[src/pmcs_defs.svh]
`ifndef PMCS_DEFS_SVH
`define PMCS_DEFS_SVH
// index of each chip in the init/monitor sequence
`define PMCS_CHIP_DRIVER   2'h0
`define PMCS_CHIP_AMP      2'h1
`define PMCS_CHIP_CDR      2'h2
`define PMCS_CHIP_COUNT    2'h3
`define PMCS_CHIP_LAST     2'h2
// enhanced options byte: soft tx disable and soft power-down implemented
`define PMCS_ENH_OPTIONS   8'h60
`define PMCS_OPT_SOFT_TX   6
`define PMCS_OPT_SOFT_PD   5
// monitor poll spacing
`define PMCS_POLL_NS       1000
`define PMCS_CLK_NS        10
`define PMCS_POLL_CYCLES   ((`PMCS_POLL_NS) / (`PMCS_CLK_NS))
`define PMCS_POLL_W        8
`endif

[src/pmcs_pkg.sv]
package pmcs_pkg;
	typedef enum logic [1:0] {
		PMCS_STANDBY = 2'b00,
		PMCS_INIT    = 2'b01,
		PMCS_MONITOR = 2'b11
	} pmcs_state_t;
endpackage

[src/pmcs_chip_if.sv]
`timescale 1ns/100ps
interface pmcs_chip_if;
	logic       req;
	logic       wr;
	logic [1:0] chip;
	logic       ack;
	logic [7:0] rdata;
	modport ctrl (output req, output wr, output chip, input ack, input rdata);
	modport port (input req, input wr, input chip, output ack, output rdata);
endinterface

[src/pmcs_chip_port.sv]
`timescale 1ns/100ps
`include "pmcs_defs.svh"
// registered handshake toward the driver, amplifier and recovery chips
module pmcs_chip_port (
	input  wire logic       core_clk,
	input  wire logic       rst,
	pmcs_chip_if.port       bus,
	output logic            chip_req,
	output logic            chip_wr,
	output logic [1:0]      chip_sel,
	input  wire logic       chip_ack,
	input  wire logic [7:0] chip_rdata
);
	always_ff @(posedge core_clk) begin
		if (rst) begin
			chip_req <= 1'b0;
			chip_wr  <= 1'b0;
			chip_sel <= 2'h0;
		end else begin
			chip_req <= bus.req & ~chip_ack;
			chip_wr  <= bus.wr;
			chip_sel <= bus.chip;
		end
	end
	assign bus.ack   = chip_ack & chip_req;
	assign bus.rdata = chip_rdata;
endmodule

[src/pmcs_top.sv]
`timescale 1ns/100ps
`include "pmcs_defs.svh"
module pmcs_top (
	input  wire logic       core_clk,
	input  wire logic       rst,
	input  wire logic       tx_off_request,
	input  wire logic       mgmt_deselect,
	input  wire logic       power_down_reset,
	input  wire logic       soft_tx_off,
	input  wire logic       soft_power_down,
	input  wire logic       mgmt_cmd_in,
	input  wire logic       rx_power_low,
	input  wire logic       tx_lock_lost,
	input  wire logic       rx_lock_lost,
	input  wire logic       laser_failed,
	input  wire logic       irq_clear,
	input  wire logic       chip_ack,
	input  wire logic [7:0] chip_rdata,
	output logic            laser_enable,
	output logic            rx_signal_lost,
	output logic            module_not_ready_out,
	output logic            module_missing_out,
	output logic            interrupt_out,
	output logic [2:0]      irq_cause,
	output logic            mgmt_cmd_out,
	output logic            mgmt_reset,
	output logic            standby,
	output logic [7:0]      enh_options,
	output logic [7:0]      chip_status [3],
	output logic            chip_req,
	output logic            chip_wr,
	output logic [1:0]      chip_sel
);
	// pin synchronisers
	logic [8:0] sync1;
	logic [8:0] sync2;
	always_ff @(posedge core_clk) begin
		sync1 <= {tx_off_request, mgmt_deselect, power_down_reset, soft_tx_off, soft_power_down,
			rx_power_low, tx_lock_lost, rx_lock_lost, laser_failed};
		sync2 <= sync1;
	end
	wire s_tx_off  = sync2[8];
	wire s_desel   = sync2[7];
	wire s_pdr     = sync2[6];
	wire s_soft_tx = sync2[5];
	wire s_soft_pd = sync2[4];
	wire s_rx_low  = sync2[3];
	wire s_tx_lol  = sync2[2];
	wire s_rx_lol  = sync2[1];
	wire s_las_f   = sync2[0];

	logic pdr_prev;
	logic cmd1;
	logic cmd2;
	always_ff @(posedge core_clk) begin
		pdr_prev <= s_pdr;
		cmd1     <= mgmt_cmd_in;
		cmd2     <= cmd1;
	end
	wire pdr_fall   = pdr_prev & ~s_pdr;
	wire full_reset = rst | pdr_fall;
	wire hold_down  = s_pdr | s_soft_pd;
	wire fault_now  = s_tx_lol | s_rx_lol | s_las_f;
	wire [2:0] cause_now = {s_rx_low, fault_now, s_tx_off};

	pmcs_chip_if cif ();
	pmcs_chip_port u_port (
		.core_clk   (core_clk),
		.rst        (full_reset),
		.bus        (cif),
		.chip_req   (chip_req),
		.chip_wr    (chip_wr),
		.chip_sel   (chip_sel),
		.chip_ack   (chip_ack),
		.chip_rdata (chip_rdata)
	);

	pmcs_pkg::pmcs_state_t state;
	pmcs_pkg::pmcs_state_t next_state;
	logic [1:0]                 chip_idx;
	logic [`PMCS_POLL_W-1:0]    poll_cnt;
	wire  step_done = cif.ack;
	wire  last_chip = (chip_idx == `PMCS_CHIP_LAST);
	wire  poll_due  = (poll_cnt == `PMCS_POLL_W'(`PMCS_POLL_CYCLES - 1));

	always_comb begin
		next_state = state;
		unique case (state)
			pmcs_pkg::PMCS_STANDBY: begin
				if (!hold_down) next_state = pmcs_pkg::PMCS_INIT;
			end
			pmcs_pkg::PMCS_INIT: begin
				if (hold_down) next_state = pmcs_pkg::PMCS_STANDBY;
				else if (step_done && last_chip) next_state = pmcs_pkg::PMCS_MONITOR;
			end
			pmcs_pkg::PMCS_MONITOR: begin
				if (hold_down) next_state = pmcs_pkg::PMCS_STANDBY;
			end
			default: next_state = pmcs_pkg::PMCS_STANDBY;
		endcase
	end

	wire in_init = (state == pmcs_pkg::PMCS_INIT);
	wire in_mon  = (state == pmcs_pkg::PMCS_MONITOR);
	assign cif.req  = (in_init | (in_mon & poll_due)) & ~hold_down;
	assign cif.wr   = in_init;
	assign cif.chip = chip_idx;

	logic [1:0]              next_chip_idx;
	logic [`PMCS_POLL_W-1:0] next_poll_cnt;
	wire  idx_restart = (next_state != state) | (step_done & last_chip);
	wire  poll_clear  = ~in_mon | step_done;
	assign next_chip_idx = idx_restart ? `PMCS_CHIP_DRIVER : (step_done ? chip_idx + 2'h1 : chip_idx);
	assign next_poll_cnt = poll_clear ? '0 : (poll_due ? poll_cnt : poll_cnt + `PMCS_POLL_W'(1));

	always_ff @(posedge core_clk) begin
		if (full_reset) begin
			state <= pmcs_pkg::PMCS_STANDBY;
		end else begin
			state <= next_state;
		end
	end

	always_ff @(posedge core_clk) begin
		if (full_reset) begin
			chip_idx <= `PMCS_CHIP_DRIVER;
		end else begin
			chip_idx <= next_chip_idx;
		end
	end

	always_ff @(posedge core_clk) begin
		if (full_reset) begin
			poll_cnt <= '0;
		end else begin
			poll_cnt <= next_poll_cnt;
		end
	end

	// per-chip status captured from polls
	genvar g;
	generate
		for (g = 0; g < 3; g++) begin : g_stat
			always_ff @(posedge core_clk) begin
				if (full_reset) chip_status[g] <= 8'h00;
				else if (step_done && in_mon && chip_idx == 2'(g)) chip_status[g] <= cif.rdata;
			end
		end
	endgenerate

	wire       next_laser_enable = in_mon & ~s_tx_off & ~s_soft_tx & ~hold_down;
	wire       next_rx_lost      = s_rx_low;
	wire       next_not_ready    = fault_now | ~in_mon;
	wire       next_cmd_out      = cmd2 & ~s_desel;
	wire       next_standby      = hold_down | ~in_mon;
	wire [2:0] next_irq_cause    = (irq_clear ? 3'h0 : irq_cause) | cause_now;
	wire       next_interrupt    = (|cause_now) | (~irq_clear & interrupt_out);

	always_ff @(posedge core_clk) begin
		if (full_reset) begin
			laser_enable <= 1'b0;
		end else begin
			laser_enable <= next_laser_enable;
		end
	end

	always_ff @(posedge core_clk) begin
		if (full_reset) begin
			rx_signal_lost <= 1'b0;
		end else begin
			rx_signal_lost <= next_rx_lost;
		end
	end

	always_ff @(posedge core_clk) begin
		if (full_reset) begin
			module_not_ready_out <= 1'b1;
		end else begin
			module_not_ready_out <= next_not_ready;
		end
	end

	always_ff @(posedge core_clk) begin
		if (full_reset) begin
			mgmt_cmd_out <= 1'b0;
		end else begin
			mgmt_cmd_out <= next_cmd_out;
		end
	end

	always_ff @(posedge core_clk) begin
		if (full_reset) begin
			standby <= 1'b1;
		end else begin
			standby <= next_standby;
		end
	end

	always_ff @(posedge core_clk) begin
		if (full_reset) begin
			irq_cause <= 3'h0;
		end else begin
			irq_cause <= next_irq_cause;
		end
	end

	always_ff @(posedge core_clk) begin
		if (full_reset) begin
			interrupt_out <= 1'b0;
		end else begin
			interrupt_out <= next_interrupt;
		end
	end

	always_ff @(posedge core_clk) begin
		mgmt_reset         <= full_reset;
		module_missing_out <= 1'b0;
		enh_options        <= `PMCS_ENH_OPTIONS;
	end
endmodule

[config.mk]
export PLATFORM = sky130hd
export DESIGN_NAME = pmcs_top
export DESIGN_NICKNAME = d
export VERILOG_FILES = /design/src/pmcs_pkg.sv /design/src/pmcs_chip_if.sv /design/src/pmcs_chip_port.sv /design/src/pmcs_top.sv
export VERILOG_INCLUDE_DIRS = /design/src
export SDC_FILE = /design/constraint.sdc
export NUM_CORES = 1
export LEC_CHECK = 0
export ABC_AREA = 1
export BUFFER_PORTS_ARGS = -buffer_cell sky130_fd_sc_hd__buf_2
export CAP_MARGIN = 5
export CORE_MARGIN = 8
export CORE_UTILIZATION = 24
export DETAILED_ROUTE_END_ITERATION = 8
export SKIP_CTS_REPAIR_TIMING = 1
export SLEW_MARGIN = 30
export SYNTH_ARGS = -nofsm -noshare
export SYNTH_HDL_FRONTEND = slang
export SYNTH_SLANG_ARGS = --single-unit
[constraint.sdc]
create_clock -name core_clk -period 1.9 [get_ports core_clk]
set_clock_uncertainty 0.2 [all_clocks]
set_input_delay 0.19 -clock core_clk [delete_from_list [all_inputs] [get_ports core_clk]]
set_output_delay 0.19 -clock core_clk [all_outputs]
set_load 0.1 [all_outputs]
== Word-level counts from Yosys, hierarchy flattened ==
Index checks and enable logic that the tools add are counted.
W data, S select, Z words.
Operators by class
  add/sub/neg operators: 2
  equality and inequality tests: 6
  muxes and demuxes: 6
  bitwise gates (word level): 30
  reductions and logical operators: 10
Operators with widths (count)
  $and A1 B1 Y1: 11
  $or A1 B1 Y1: 10
  $add A8 B1 Y8 const B: 1
  $eq A8 B7 Y1 const B: 1
  $mux W2: 4
  $not A1 Y1: 8
  $pmux W2 S3: 1
  $logic_and A1 B1 Y1: 5
  $eq A2 B1 Y1 const B: 2
  $eq A2 B2 Y1 const B: 2
  $logic_not A2 Y1: 2
  $reduce_or A2 Y1: 2
  $mux W3: 1
  $or A3 B3 Y3: 1
  $reduce_or A3 Y1: 1
  $add A2 B1 Y2 const B: 1
  $ne A2 B2 Y1: 1
Storage, ports and cells
  register bits: 71
  input bits: 22

== Logic depth before layout (Yosys ltp) ==
Gate-level depths: netlist of run 1.
  depth in word-level cells: 8
  mapped depth: 7
  mapped depth without buffers: 7

== Hierarchy ==
From an unflattened synthesis of run 1, not the netlist that was laid out.
Unflattened totals
  cells, all modules: 283
  area, all modules: 2458.6 µm²
By module, submodules not included
  pmcs_top: instances 1, cells an instance 260, area an instance 2274.7 µm²
  pmcs_chip_port: instances 1, cells an instance 23, area an instance 183.9 µm²

== Worst setup path before layout of run 1 ==
No wires, ideal clock.
  kind: register to register
  from: reg u_port.chip_req
  to: reg chip_status[0] in the netlist's numbering
  library setup time: 0.118 ns
  data arrival time: 1.730 ns
  required time: 1.582 ns
  slack: -0.148 ns
  stages on the path, launching flop included: 6
  buffers on the path: 0
  clock period less this slack: 2.048 ns
  cell sequence: dfxtp_1 -> nand3_1 -> nor2_4 -> inv_2 -> nor2_1 -> nor2_1
Between the ends
  cells in the longest elaborated chain, start to end: 3
Ends and longest elaborated chain
  from (decl): RTL line pmcs_chip_port.sv:8  | output logic chip_req,
  from (signal assigned): RTL line pmcs_chip_port.sv:20  | chip_req <= bus.req & ~chip_ack;
  $and A1 B1 Y1: RTL line pmcs_chip_port.sv:25  | assign bus.ack = chip_ack & chip_req;
  $logic_and A1 B1 Y1 (2 in a row): RTL line pmcs_top.sv:146  | else if (step_done && in_mon && chip_idx == 2'(g)) chip_status[g] <= cif.rdata;
  to (signal, indexed assignment): RTL line pmcs_top.sv:146
  to (decl): RTL line pmcs_top.sv:29  | output logic [7:0] chip_status [3],
Every way passes these cells.
A chain may end at the register's enable or synchronous reset.

== Worst setup path after layout of run 1 ==
  from: reg chip_idx[0]
  to: reg chip_status[7] in the netlist's numbering
Between the ends
  cells in the longest elaborated chain, start to end: 2
Ends and longest elaborated chain
  from (decl): RTL line pmcs_top.sv:80  | logic [1:0] chip_idx;
  from (signal assigned): RTL line pmcs_top.sv:126  | chip_idx <= `PMCS_CHIP_DRIVER;
  from (signal assigned): RTL line pmcs_top.sv:128  | chip_idx <= next_chip_idx;
  $eq A2 B2 Y1: RTL line pmcs_top.sv:146
  $logic_and A1 B1 Y1: RTL line pmcs_top.sv:146
Every way passes these cells.

==> results.sh, run 1 <==
export IMPL_run_status="finished clean"
export IMPL_rows=36
export IMPL_design_power_total_mw=2.89
export IMPL_clock_latency_ns=0.34
export IMPL_placedCellCount=459
export IMPL_initial_utilization_pct=24.6
export IMPL_design_area_mm2=0.00319
export IMPL_post_route_non_filler_standard_cell_count=495
export IMPL_postSynthCellCount=271
export IMPL_timing_reg2reg_setup_slack_ns=0.35
export IMPL_worst_path_buf_inv=2
export IMPL_worstPathCellList="inv_1 -> ha_1 -> nand3_1 -> nor2_4 -> inv_2 -> nor2_1 -> nor2_1"
export IMPL_synth_seq_cells=71
export IMPL_route_detailed_wl_per_inst_um=11.2
export IMPL_top_level_ports=69
export IMPL_drt_initial_drc_count=59
export IMPL_wirelength_um=5570
export IMPL_power_per_cell_area_mw_per_mm2=906
export IMPL_synth_lib_cells_used_distinct=26
export IMPL_grt_overflow_total=0
export IMPL_worst_path_max_fanout=9
export IMPL_rr_endpoint="chip_status[7]"
export IMPL_route_antenna_remaining_nets=0
export IMPL_critical_path_startpoint_type="flip-flop"
export IMPL_min_path_type="in2reg"
export IMPL_grt_start_max_net_pins=26
export IMPL_ys_async_sr_fraction_pct=0
export IMPL_weighted_congestion_at_the_end_of_routability_driven_global_placement=0.772
export IMPL_synth_area_per_cell_um2=8.84
export IMPL_antenna_cells=0
export IMPL_r2r_worst_path_cells=7
export IMPL_synthesis_area_mm2=0.00239
export IMPL_avgViaCountPerCell=3.99
export IMPL_cts_htree_levels=3
export IMPL_critical_path_max_stage_delay_ns=0.34
export IMPL_worst_slack_ns=0.354
export IMPL_grtUsageTotal_pct=8.70
export IMPL_max_freq_mhz=647
export IMPL_synth_top_cell_by_area="dfxtp_1"
export IMPL_grt_first_pass_wirelength_um=9070
export IMPL_yosys_area_top_type_share_pct=59.4
export IMPL_maxCapViolCount=0
export IMPL_grt_setup_unrepaired="false"
export IMPL_fillers=1049
export IMPL_tritoncts="done"
export IMPL_finalSetupViolCount=0
export IMPL_dpl_instance_area_mm2=0.00281
export IMPL_timing_worst_slew_pin_value_ns=0.512
export IMPL_yosys_warnings=0
export IMPL_rr_startpoint="chip_idx[0]"
export IMPL_count_leader_synth="dfxtp_1"
export IMPL_count_of_pins_over_their_slew_limit=0
export IMPL_post_route_cells_drive_above_1_share_pct=24.6
export IMPL_route_detailed_drc=0
export IMPL_number_of_flops_mapped_to_enable_cells_by_yosys=0
export IMPL_grt_pass1_vias=1907
export IMPL_core_area_mm2=0.00973
export IMPL_cts_root_buffer="clkbuf_8"
export IMPL_place_hpwl_um=4140
export IMPL_clk_transition_reported_paths_ns=0.08
export IMPL_clock_tree_buffer_depth=2
export IMPL_slew_headroom_pct=66.1
export IMPL_required_ns=1.93
export IMPL_floorplan_die_area_mm2=0.0134
export IMPL_post_route_util_pct=32.8
export IMPL_die_w_um=116
export IMPL_cts_made_buffers=9
export IMPL_synth_yosys_seq_area_share_pct=59.4
export IMPL_via_count=1975
export IMPL_power_ir_vdd_worst_uv=556
export IMPL_period_share_pct=81.4
export IMPL_path_class="reg2reg"
export IMPL_min_delay_start="rst"
export IMPL_place_ws_ns=0.371
export IMPL_dominantRegCellSynth="dfxtp_1"
export IMPL_antenna_found_initial=0
export IMPL_nNetsFinal=383
export IMPL_critical_path_slowest_cell="dfxtp_1"
export IMPL_synth_top_cells_by_area="dfxtp_1 59%, nor2_1 11%, o21ai_0 5.2%"
export IMPL_area_delta_synth_final_pct=33.1
export IMPL_cellLeakagePower_nw=1.45
export IMPL_min_delay_worst_endpoint="module_not_ready_out"
export IMPL_timing_hold_ws_ns=0.0465
export IMPL_detailedRoute_firstPassIterationCount=6
export IMPL_tritoncts_num_sinks=71
export IMPL_critical_path_most_common_cell="nor2_1"
export IMPL_end_kind="flip-flop"
export IMPL_timing_critical_path_arrival_ns=1.58
export IMPL_total_negative_setup_slacks_ns=0
export IMPL_post_route_min_period_ns=1.55
export IMPL_buffer_ports_inserted=59
export IMPL_min_delay_path_depth=4
export IMPL_fp_dieH_um=116
export IMPL_hold_violations=0
export IMPL_cpLargestDelayFamily="simple AND/OR/NAND/NOR gates"
export IMPL_synth_top_cells_by_count="71 x dfxtp_1, 70 x nor2_1, 26 x nand2_1"
worst max path at each step:
stage | start | endpoint | depth (start not counted)
6_report | chip_idx[0] | chip_status[7] | 7
5_1_grt | chip_idx[0] | chip_status[3] | 7
4_1_cts | u_port.chip_req | chip_req | 1
3_5_place_dp | chip_idx[0] | chip_status[7] | 7
3_3_place_gp | chip_idx[0] | chip_status[7] | 7
2_1_floorplan | u_port.chip_req | chip_status[0] | 5
layout by cell type, fill, tap and decap left out, types with 2 or more instances in the layout:
master / count
nand3_1: 10
dfxtp_1: 70
ha_1: 4
clkinv_4: 3
a21oi_1: 5
xor2_1: 3
buf_2: 59
clkinv_2: 2
nor2_1: 70
nor3_1: 3
o21ai_0: 25
dlygate4sd3_1: 20
nand2_1: 26
o21ai_1: 2
nand2_4: 2
inv_6: 2
inv_1: 19
conb_1: 9
buf_4: 2
nand3b_1: 2
nor2_4: 2
inv_2: 2
clkbuf_8: 9
nand2_2: 2
area by class of cell:
cell class	instances	area, um2	share of cell area [%]
Sequential cell	71	1420	44.6
Multi-Input combinational cell	171	813	25.5
Timing Repair Buffer	81	510	16.0
Tap cell	133	166	5.22
Clock buffer	9	124	3.89
Inverter	23	96.3	3.02
Clock inverter	7	55.1	1.73
routing by layer:
layer	vias to the layer above	track usage [%]	wire length, um
li1	1008	-	-
met1	888	9.74	2400
met2	70	13.9	2570
met3	9	4.12	500
met4	0	3.72	98
met5	-	0	0
state kept, by name, indices dropped and copies added, names as in the netlist, 2 cells and up:
register	count
irq_cause	3
sync2	9
u_port.chip_sel	2
poll_cnt	8
chip_status	24
state	2
chip_idx	2
sync1	9
cells by family after synthesis:
family	Yosys count	synth area share, %
flip-flops	71	59.4
adder cells (fa/ha/maj)	4	2.09
AND/OR/NAND/NOR	118	21.1
AO/OA/AOI/OAI	36	7.94
XOR/XNOR	4	1.46
buffers and inverters	36	7.78
other	2	0.314
power breakdown:
part	total, mW	leakage, nW	switching (mW)	internal (mW)
clock	1.09	0.0919	0.598	0.489
sequential	1.53	0.582	0.0122	1.52
combinational	0.267	0.774	0.202	0.0650
total	2.89	1.45	0.813	2.07
worst reg2reg max path: stages, from the launching register on:
cell and delay (ns):
dfxtp_1 0.34, inv_1 0.10, ha_1 0.16, nand3_1 0.16, nor2_4 0.21, inv_2 0.10, nor2_1 0.11, nor2_1 0.05
No activity file was read; power rests on OpenSTA's default activity.
==> run 2: changes to the inputs <==
clock period = 1.5 ns   (was 1.9 ns; I/O delays follow)
==> results.sh, run 2 (same netlist as run 1, synthesis figures left out) <==
export IMPL_die_w_um=116
export IMPL_cts_root_buffer="clkbuf_8"
export IMPL_area_used_by_multi_input_combinational_logic_um2=842
export IMPL_floorplan_die_area_mm2=0.0134
export IMPL_wirelength_um=5790
export IMPL_count_of_pins_over_their_slew_limit=0
export IMPL_clk_transition_reported_paths_ns=0.08
export IMPL_area_sequential_mm2=0.00143
export IMPL_post_route_util_pct=34.5
export IMPL_rr_endpoint="chip_status[1]"
export IMPL_timing_reg2reg_setup_slack_ns=0.07
export IMPL_period_share_pct=97.1
export IMPL_area_delta_synth_final_pct=40.1
export IMPL_cpLargestDelayFamily="buffers and inverters"
export IMPL_maxCapViolCount=0
export IMPL_r2r_worst_path_cells=7
export IMPL_cts_htree_levels=3
export IMPL_clock_latency_ns=0.34
export IMPL_drt_initial_drc_count=46
export IMPL_critical_path_startpoint_type="flip-flop"
export IMPL_avgViaCountPerCell=3.92
export IMPL_registers_with_the_most_flip_flops="chip_status (24), sync1 (9), sync2 (9)"
export IMPL_run_status="complete, but fails checks"
export IMPL_antenna_found_initial=0
export IMPL_grt_overflow_total=0
export IMPL_route_detailed_drc=0
export IMPL_nNetsFinal=386
export IMPL_weighted_congestion_at_the_end_of_routability_driven_global_placement=0.771
export IMPL_detailedRoute_firstPassIterationCount=4
export IMPL_via_count=1950
export IMPL_route_detailed_wl_per_inst_um=11.6
export IMPL_rr_startpoint="chip_idx[0]"
export IMPL_fillers=1013
export IMPL_violations_in_the_final_reports="negative hold slack"
export IMPL_initial_utilization_pct=24.6
export IMPL_grt_setup_unrepaired="true"
export IMPL_largest_register="chip_status"
export IMPL_required_ns=1.15
export IMPL_path_class="reg2out"
export IMPL_timing_critical_path_arrival_ns=1.11
export IMPL_min_delay_path_depth=4
export IMPL_power_ir_vdd_worst_uv=652
export IMPL_timing_hold_ws_ns=-0.0186
export IMPL_critical_path_max_stage_delay_ns=0.43
export IMPL_fp_dieH_um=116
export IMPL_layout_common_cells="69 x dfxtp_1, 67 x nor2_1, 36 x buf_2"
export IMPL_min_delay_start="rst"
export IMPL_route_antenna_remaining_nets=0
export IMPL_min_delay_worst_endpoint="poll_cnt[6]"
export IMPL_grt_pass1_vias=1818
export IMPL_most_common_cell_after_layout_fill_and_taps_aside="dfxtp_1"
export IMPL_antenna_cells=0
export IMPL_rows=36
export IMPL_post_route_cells_drive_above_1_share_pct=27.7
export IMPL_tritoncts_num_sinks=71
export IMPL_critical_path_slowest_cell="buf_2"
export IMPL_max_freq_mhz=687
export IMPL_post_route_min_period_ns=1.46
export IMPL_worst_path_buf_inv=1
export IMPL_worstPathCellList="buf_2"
export IMPL_largest_register_ffs=24
export IMPL_grt_start_max_net_pins=25
export IMPL_power_per_cell_area_mw_per_mm2=1170
export IMPL_cellLeakagePower_nw=1.46
export IMPL_place_hpwl_um=4180
export IMPL_grt_first_pass_wirelength_um=8680
export IMPL_grtUsageTotal_pct=8.52
export IMPL_hold_violations=7
export IMPL_buffer_ports_inserted=59
export IMPL_core_area_mm2=0.00973
export IMPL_clock_tree_buffer_depth=2
export IMPL_worst_path_max_fanout=2
export IMPL_finalSetupViolCount=0
export IMPL_tritoncts="done"
export IMPL_end_kind="primary output"
export IMPL_cts_made_buffers=9
export IMPL_top_level_ports=69
export IMPL_min_path_type="in2reg"
## run 2: worst max path at each step
stage,startpoint,end,slack (ns),cells past startpoint
after global placement,chip_idx[0],chip_status[0],0.07,7
after global routing,chip_idx[0],chip_status[6],-0.009,7
after detailed placement,chip_idx[0],chip_status[5],-0.01,7
after floorplan,chip_status[0],chip_status[0],0.01,2
after CTS,chip_idx[0],chip_status[4],-0.01,7
final,chip_status[20],chip_status[20],0.04,1
## run 2: metal layers
layer	up-vias	wire length, um	global-route usage [%]
met1	873	2570	9.69
met2	56	2780	13.3
met3	7	340	3.02
li1	1014	-	-
met4	0	94	5.53
met5	-	0	0
## run 2: layout make-up
| cell class | count | area share [%] |
|---|---|---|
| inverter | 23 | 2.95 |
| tap | 133 | 4.96 |
| timing repair buffer | 83 | 17.8 |
| clock inverter | 5 | 1.86 |
| multi-input combinational | 172 | 25.1 |
| sequential | 71 | 42.5 |
| clock buffer | 11 | 4.85 |
## run 2: metrics by stage
| stage | setup TNS [ns] | power, mW | area (um2) | std cells | setup slack [ns] |
|---|---|---|---|---|---|
| floorplan | 0 | 2.24 | 2420 | 278 | 0.0146 |
| global placement | 0 | 2.28 | 2830 | 460 | 0.0688 |
| detailed placement | -0.0110 | 2.28 | 2830 | 460 | -0.0110 |
| CTS | -0.0463 | 3.94 | 3060 | 476 | -0.0131 |
| global route | -0.0202 | 4.11 | 3350 | 498 | -0.00873 |
| finish | 0 | 3.93 | 3350 | 498 | 0.0438 |
## run 2: report_power, final
part	switching (mW)	internal [mW]	total (mW)
clock network	0.723	0.923	1.65
logic	0.258	0.0855	0.344
registers	0.0157	1.93	1.94
==> run 3: changes to the inputs <==
HOLD_SLACK_MARGIN = 0.08   (was unset)
==> results.sh, run 3 (same netlist as run 1, synthesis figures left out) <==
export IMPL_floorplan_die_area_mm2=0.0134
export IMPL_grt_most_used_layer="met2"
export IMPL_largest_register="chip_status"
export IMPL_power_ir_vdd_worst_uv=653
export IMPL_met1_usage_pct=9.69
export IMPL_die_w_um=116
export IMPL_detailedRoute_firstPassIterationCount=4
export IMPL_run_status="complete, but fails checks"
export IMPL_end_kind="primary output"
export IMPL_tritoncts="done"
export IMPL_grt_pass1_vias=1818
export IMPL_grt_start_max_net_pins=25
export IMPL_tritoncts_num_sinks=71
export IMPL_drt_initial_drc_count=50
export IMPL_top_level_ports=69
export IMPL_fp_dieH_um=116
export IMPL_cpLargestDelayFamily="buffers and inverters"
export IMPL_groute_layer_met2_usage_pct=13.3
export IMPL_crit_cells=1
export IMPL_wirelength_um=5820
export IMPL_via_count=1967
export IMPL_registers_with_the_most_flip_flops="chip_status (24), sync1 (9), sync2 (9)"
export IMPL_critical_path_startpoint="chip_status[20]"
export IMPL_grt_first_pass_wirelength_um=8680
export IMPL_count_of_pins_over_their_slew_limit=0
export IMPL_rr_startpoint="chip_idx[0]"
export IMPL_nNetsFinal=387
export IMPL_r2r_worst_path_cells=7
export IMPL_antenna_cells=0
export IMPL_core_area_mm2=0.00973
export IMPL_global_route_usage_met3_pct=3.02
export IMPL_area_delta_synth_final_pct=40.5
export IMPL_share_comb_of_total_power_pct=8.8
export IMPL_grt_overflow_total=0
export IMPL_min_path_type="in2reg"
export IMPL_worstPathCellList="buf_2"
export IMPL_place_hpwl_um=4180
export IMPL_worst_path_max_fanout=2
export IMPL_critical_path_max_stage_delay_ns=0.43
export IMPL_cts_root_buffer="clkbuf_8"
export IMPL_finalSetupViolCount=0
export IMPL_clock_tree_buffer_depth=2
export IMPL_power_per_cell_area_mw_per_mm2=1170
export IMPL_initial_utilization_pct=24.6
export IMPL_route_detailed_wl_per_inst_um=11.7
export IMPL_critical_path_slowest_cell="buf_2"
export IMPL_timing_hold_ws_ns=-0.0124
export IMPL_rows=36
export IMPL_route_detailed_drc=0
export IMPL_design_area_mm2=0.00336
export IMPL_antenna_found_initial=0
export IMPL_clkPwrFrac_pct=41.9
export IMPL_layout_common_cells="69 x dfxtp_1, 67 x nor2_1, 36 x buf_2"
export IMPL_critical_path_startpoint_type="flip-flop"
export IMPL_path_class="reg2out"
export IMPL_cellInternalPower_mw=2.93
export IMPL_cts_made_buffers=9
export IMPL_post_route_cells_drive_above_1_share_pct=27.6
export IMPL_buffer_ports_inserted=59
export IMPL_power_frac_seq_pct=49.3
export IMPL_switching_share_of_power_pct=25.4
export IMPL_clock_latency_ns=0.34
export IMPL_min_delay_path_depth=4
export IMPL_cellLeakagePower_nw=1.46
export IMPL_max_freq_mhz=688
export IMPL_hold_violations=6
export IMPL_required_ns=1.15
export IMPL_grtUsageTotal_pct=8.52
export IMPL_largest_register_ffs=24
export IMPL_dpl_instance_area_mm2=0.00283
export IMPL_worst_path_buf_inv=1
export IMPL_cts_htree_levels=3
export IMPL_post_route_min_period_ns=1.45
export IMPL_period_share_pct=97.0
export IMPL_power_switching_mw=0.999
export IMPL_timing_critical_path_arrival_ns=1.10
export IMPL_avgViaCountPerCell=3.94
export IMPL_violations_in_the_final_reports="negative hold slack"
export IMPL_most_common_cell_after_layout_fill_and_taps_aside="dfxtp_1"
export IMPL_clk_transition_reported_paths_ns=0.08
export IMPL_grt_setup_unrepaired="true"
export IMPL_min_delay_start="rst"
export IMPL_maxCapViolCount=0
export IMPL_route_antenna_remaining_nets=0
export IMPL_weighted_congestion_at_the_end_of_routability_driven_global_placement=0.771
## run 3: cell count changes in the layout (fill, tap and decap cells not counted)
| cell | before | now |
|---|---|---|
| dlygate4sd3_1 | 20 | 21 |
## run 3: layer usage
metal	share of wire, %	vias up
met4	2.1	0
met2	48	54
met3	5.8	10
met5	0	-
met1	44	888
li1	-	1015
## run 3: final cells by class
cell class / instances / area [um2]
Fill cell: 1012 / 6360
Sequential cell: 71 / 1430
Multi-Input combinational cell: 172 / 842
Timing Repair Buffer: 84 / 606
Tap cell: 133 / 166
Clock buffer: 11 / 163
Inverter: 23 / 98.8
Clock inverter: 5 / 62.6
## run 3: stage by stage
step	power, mW	utilization, %	TNS, ns	cells	setup slack [ns]
3_3_place_gp	2.28	29.1	0	460	0.0688
4_1_cts	3.94	31.4	-0.0463	476	-0.0131
5_1_grt	4.11	34.6	-0.0215	499	-0.00846
2_1_floorplan	2.24	-	0	278	0.0146
3_5_place_dp	2.28	29.1	-0.0110	460	-0.0110
6_report	3.93	34.6	0	499	0.0456
## run 3: power by group through the flow
| stage | sequential [mW] | clock (mW) | combinational [mW] |
|---|---|---|---|
| 3_3_place_gp | 1.98 | 0 | 0.299 |
| 5_1_grt | 1.95 | 1.80 | 0.364 |
| 3_5_place_dp | 1.98 | 0 | 0.299 |
| 2_1_floorplan | 2.07 | 0 | 0.166 |
| 6_report | 1.94 | 1.65 | 0.345 |
| 4_1_cts | 1.94 | 1.70 | 0.300 |
## run 3: final timing paths
path	to	slack (ns)
max	chip_status[20]	0.05
min	poll_cnt[6]	-0.01
max reg2reg	chip_status[1]	0.06
min reg2reg	cmd2	0.13
## run 3: tightest hold or removal path, stage by stage
cell,delay (ns)
buf_2,0.10
a21oi_2,0.05
nand3_2,0.13
nor2_1,0.06
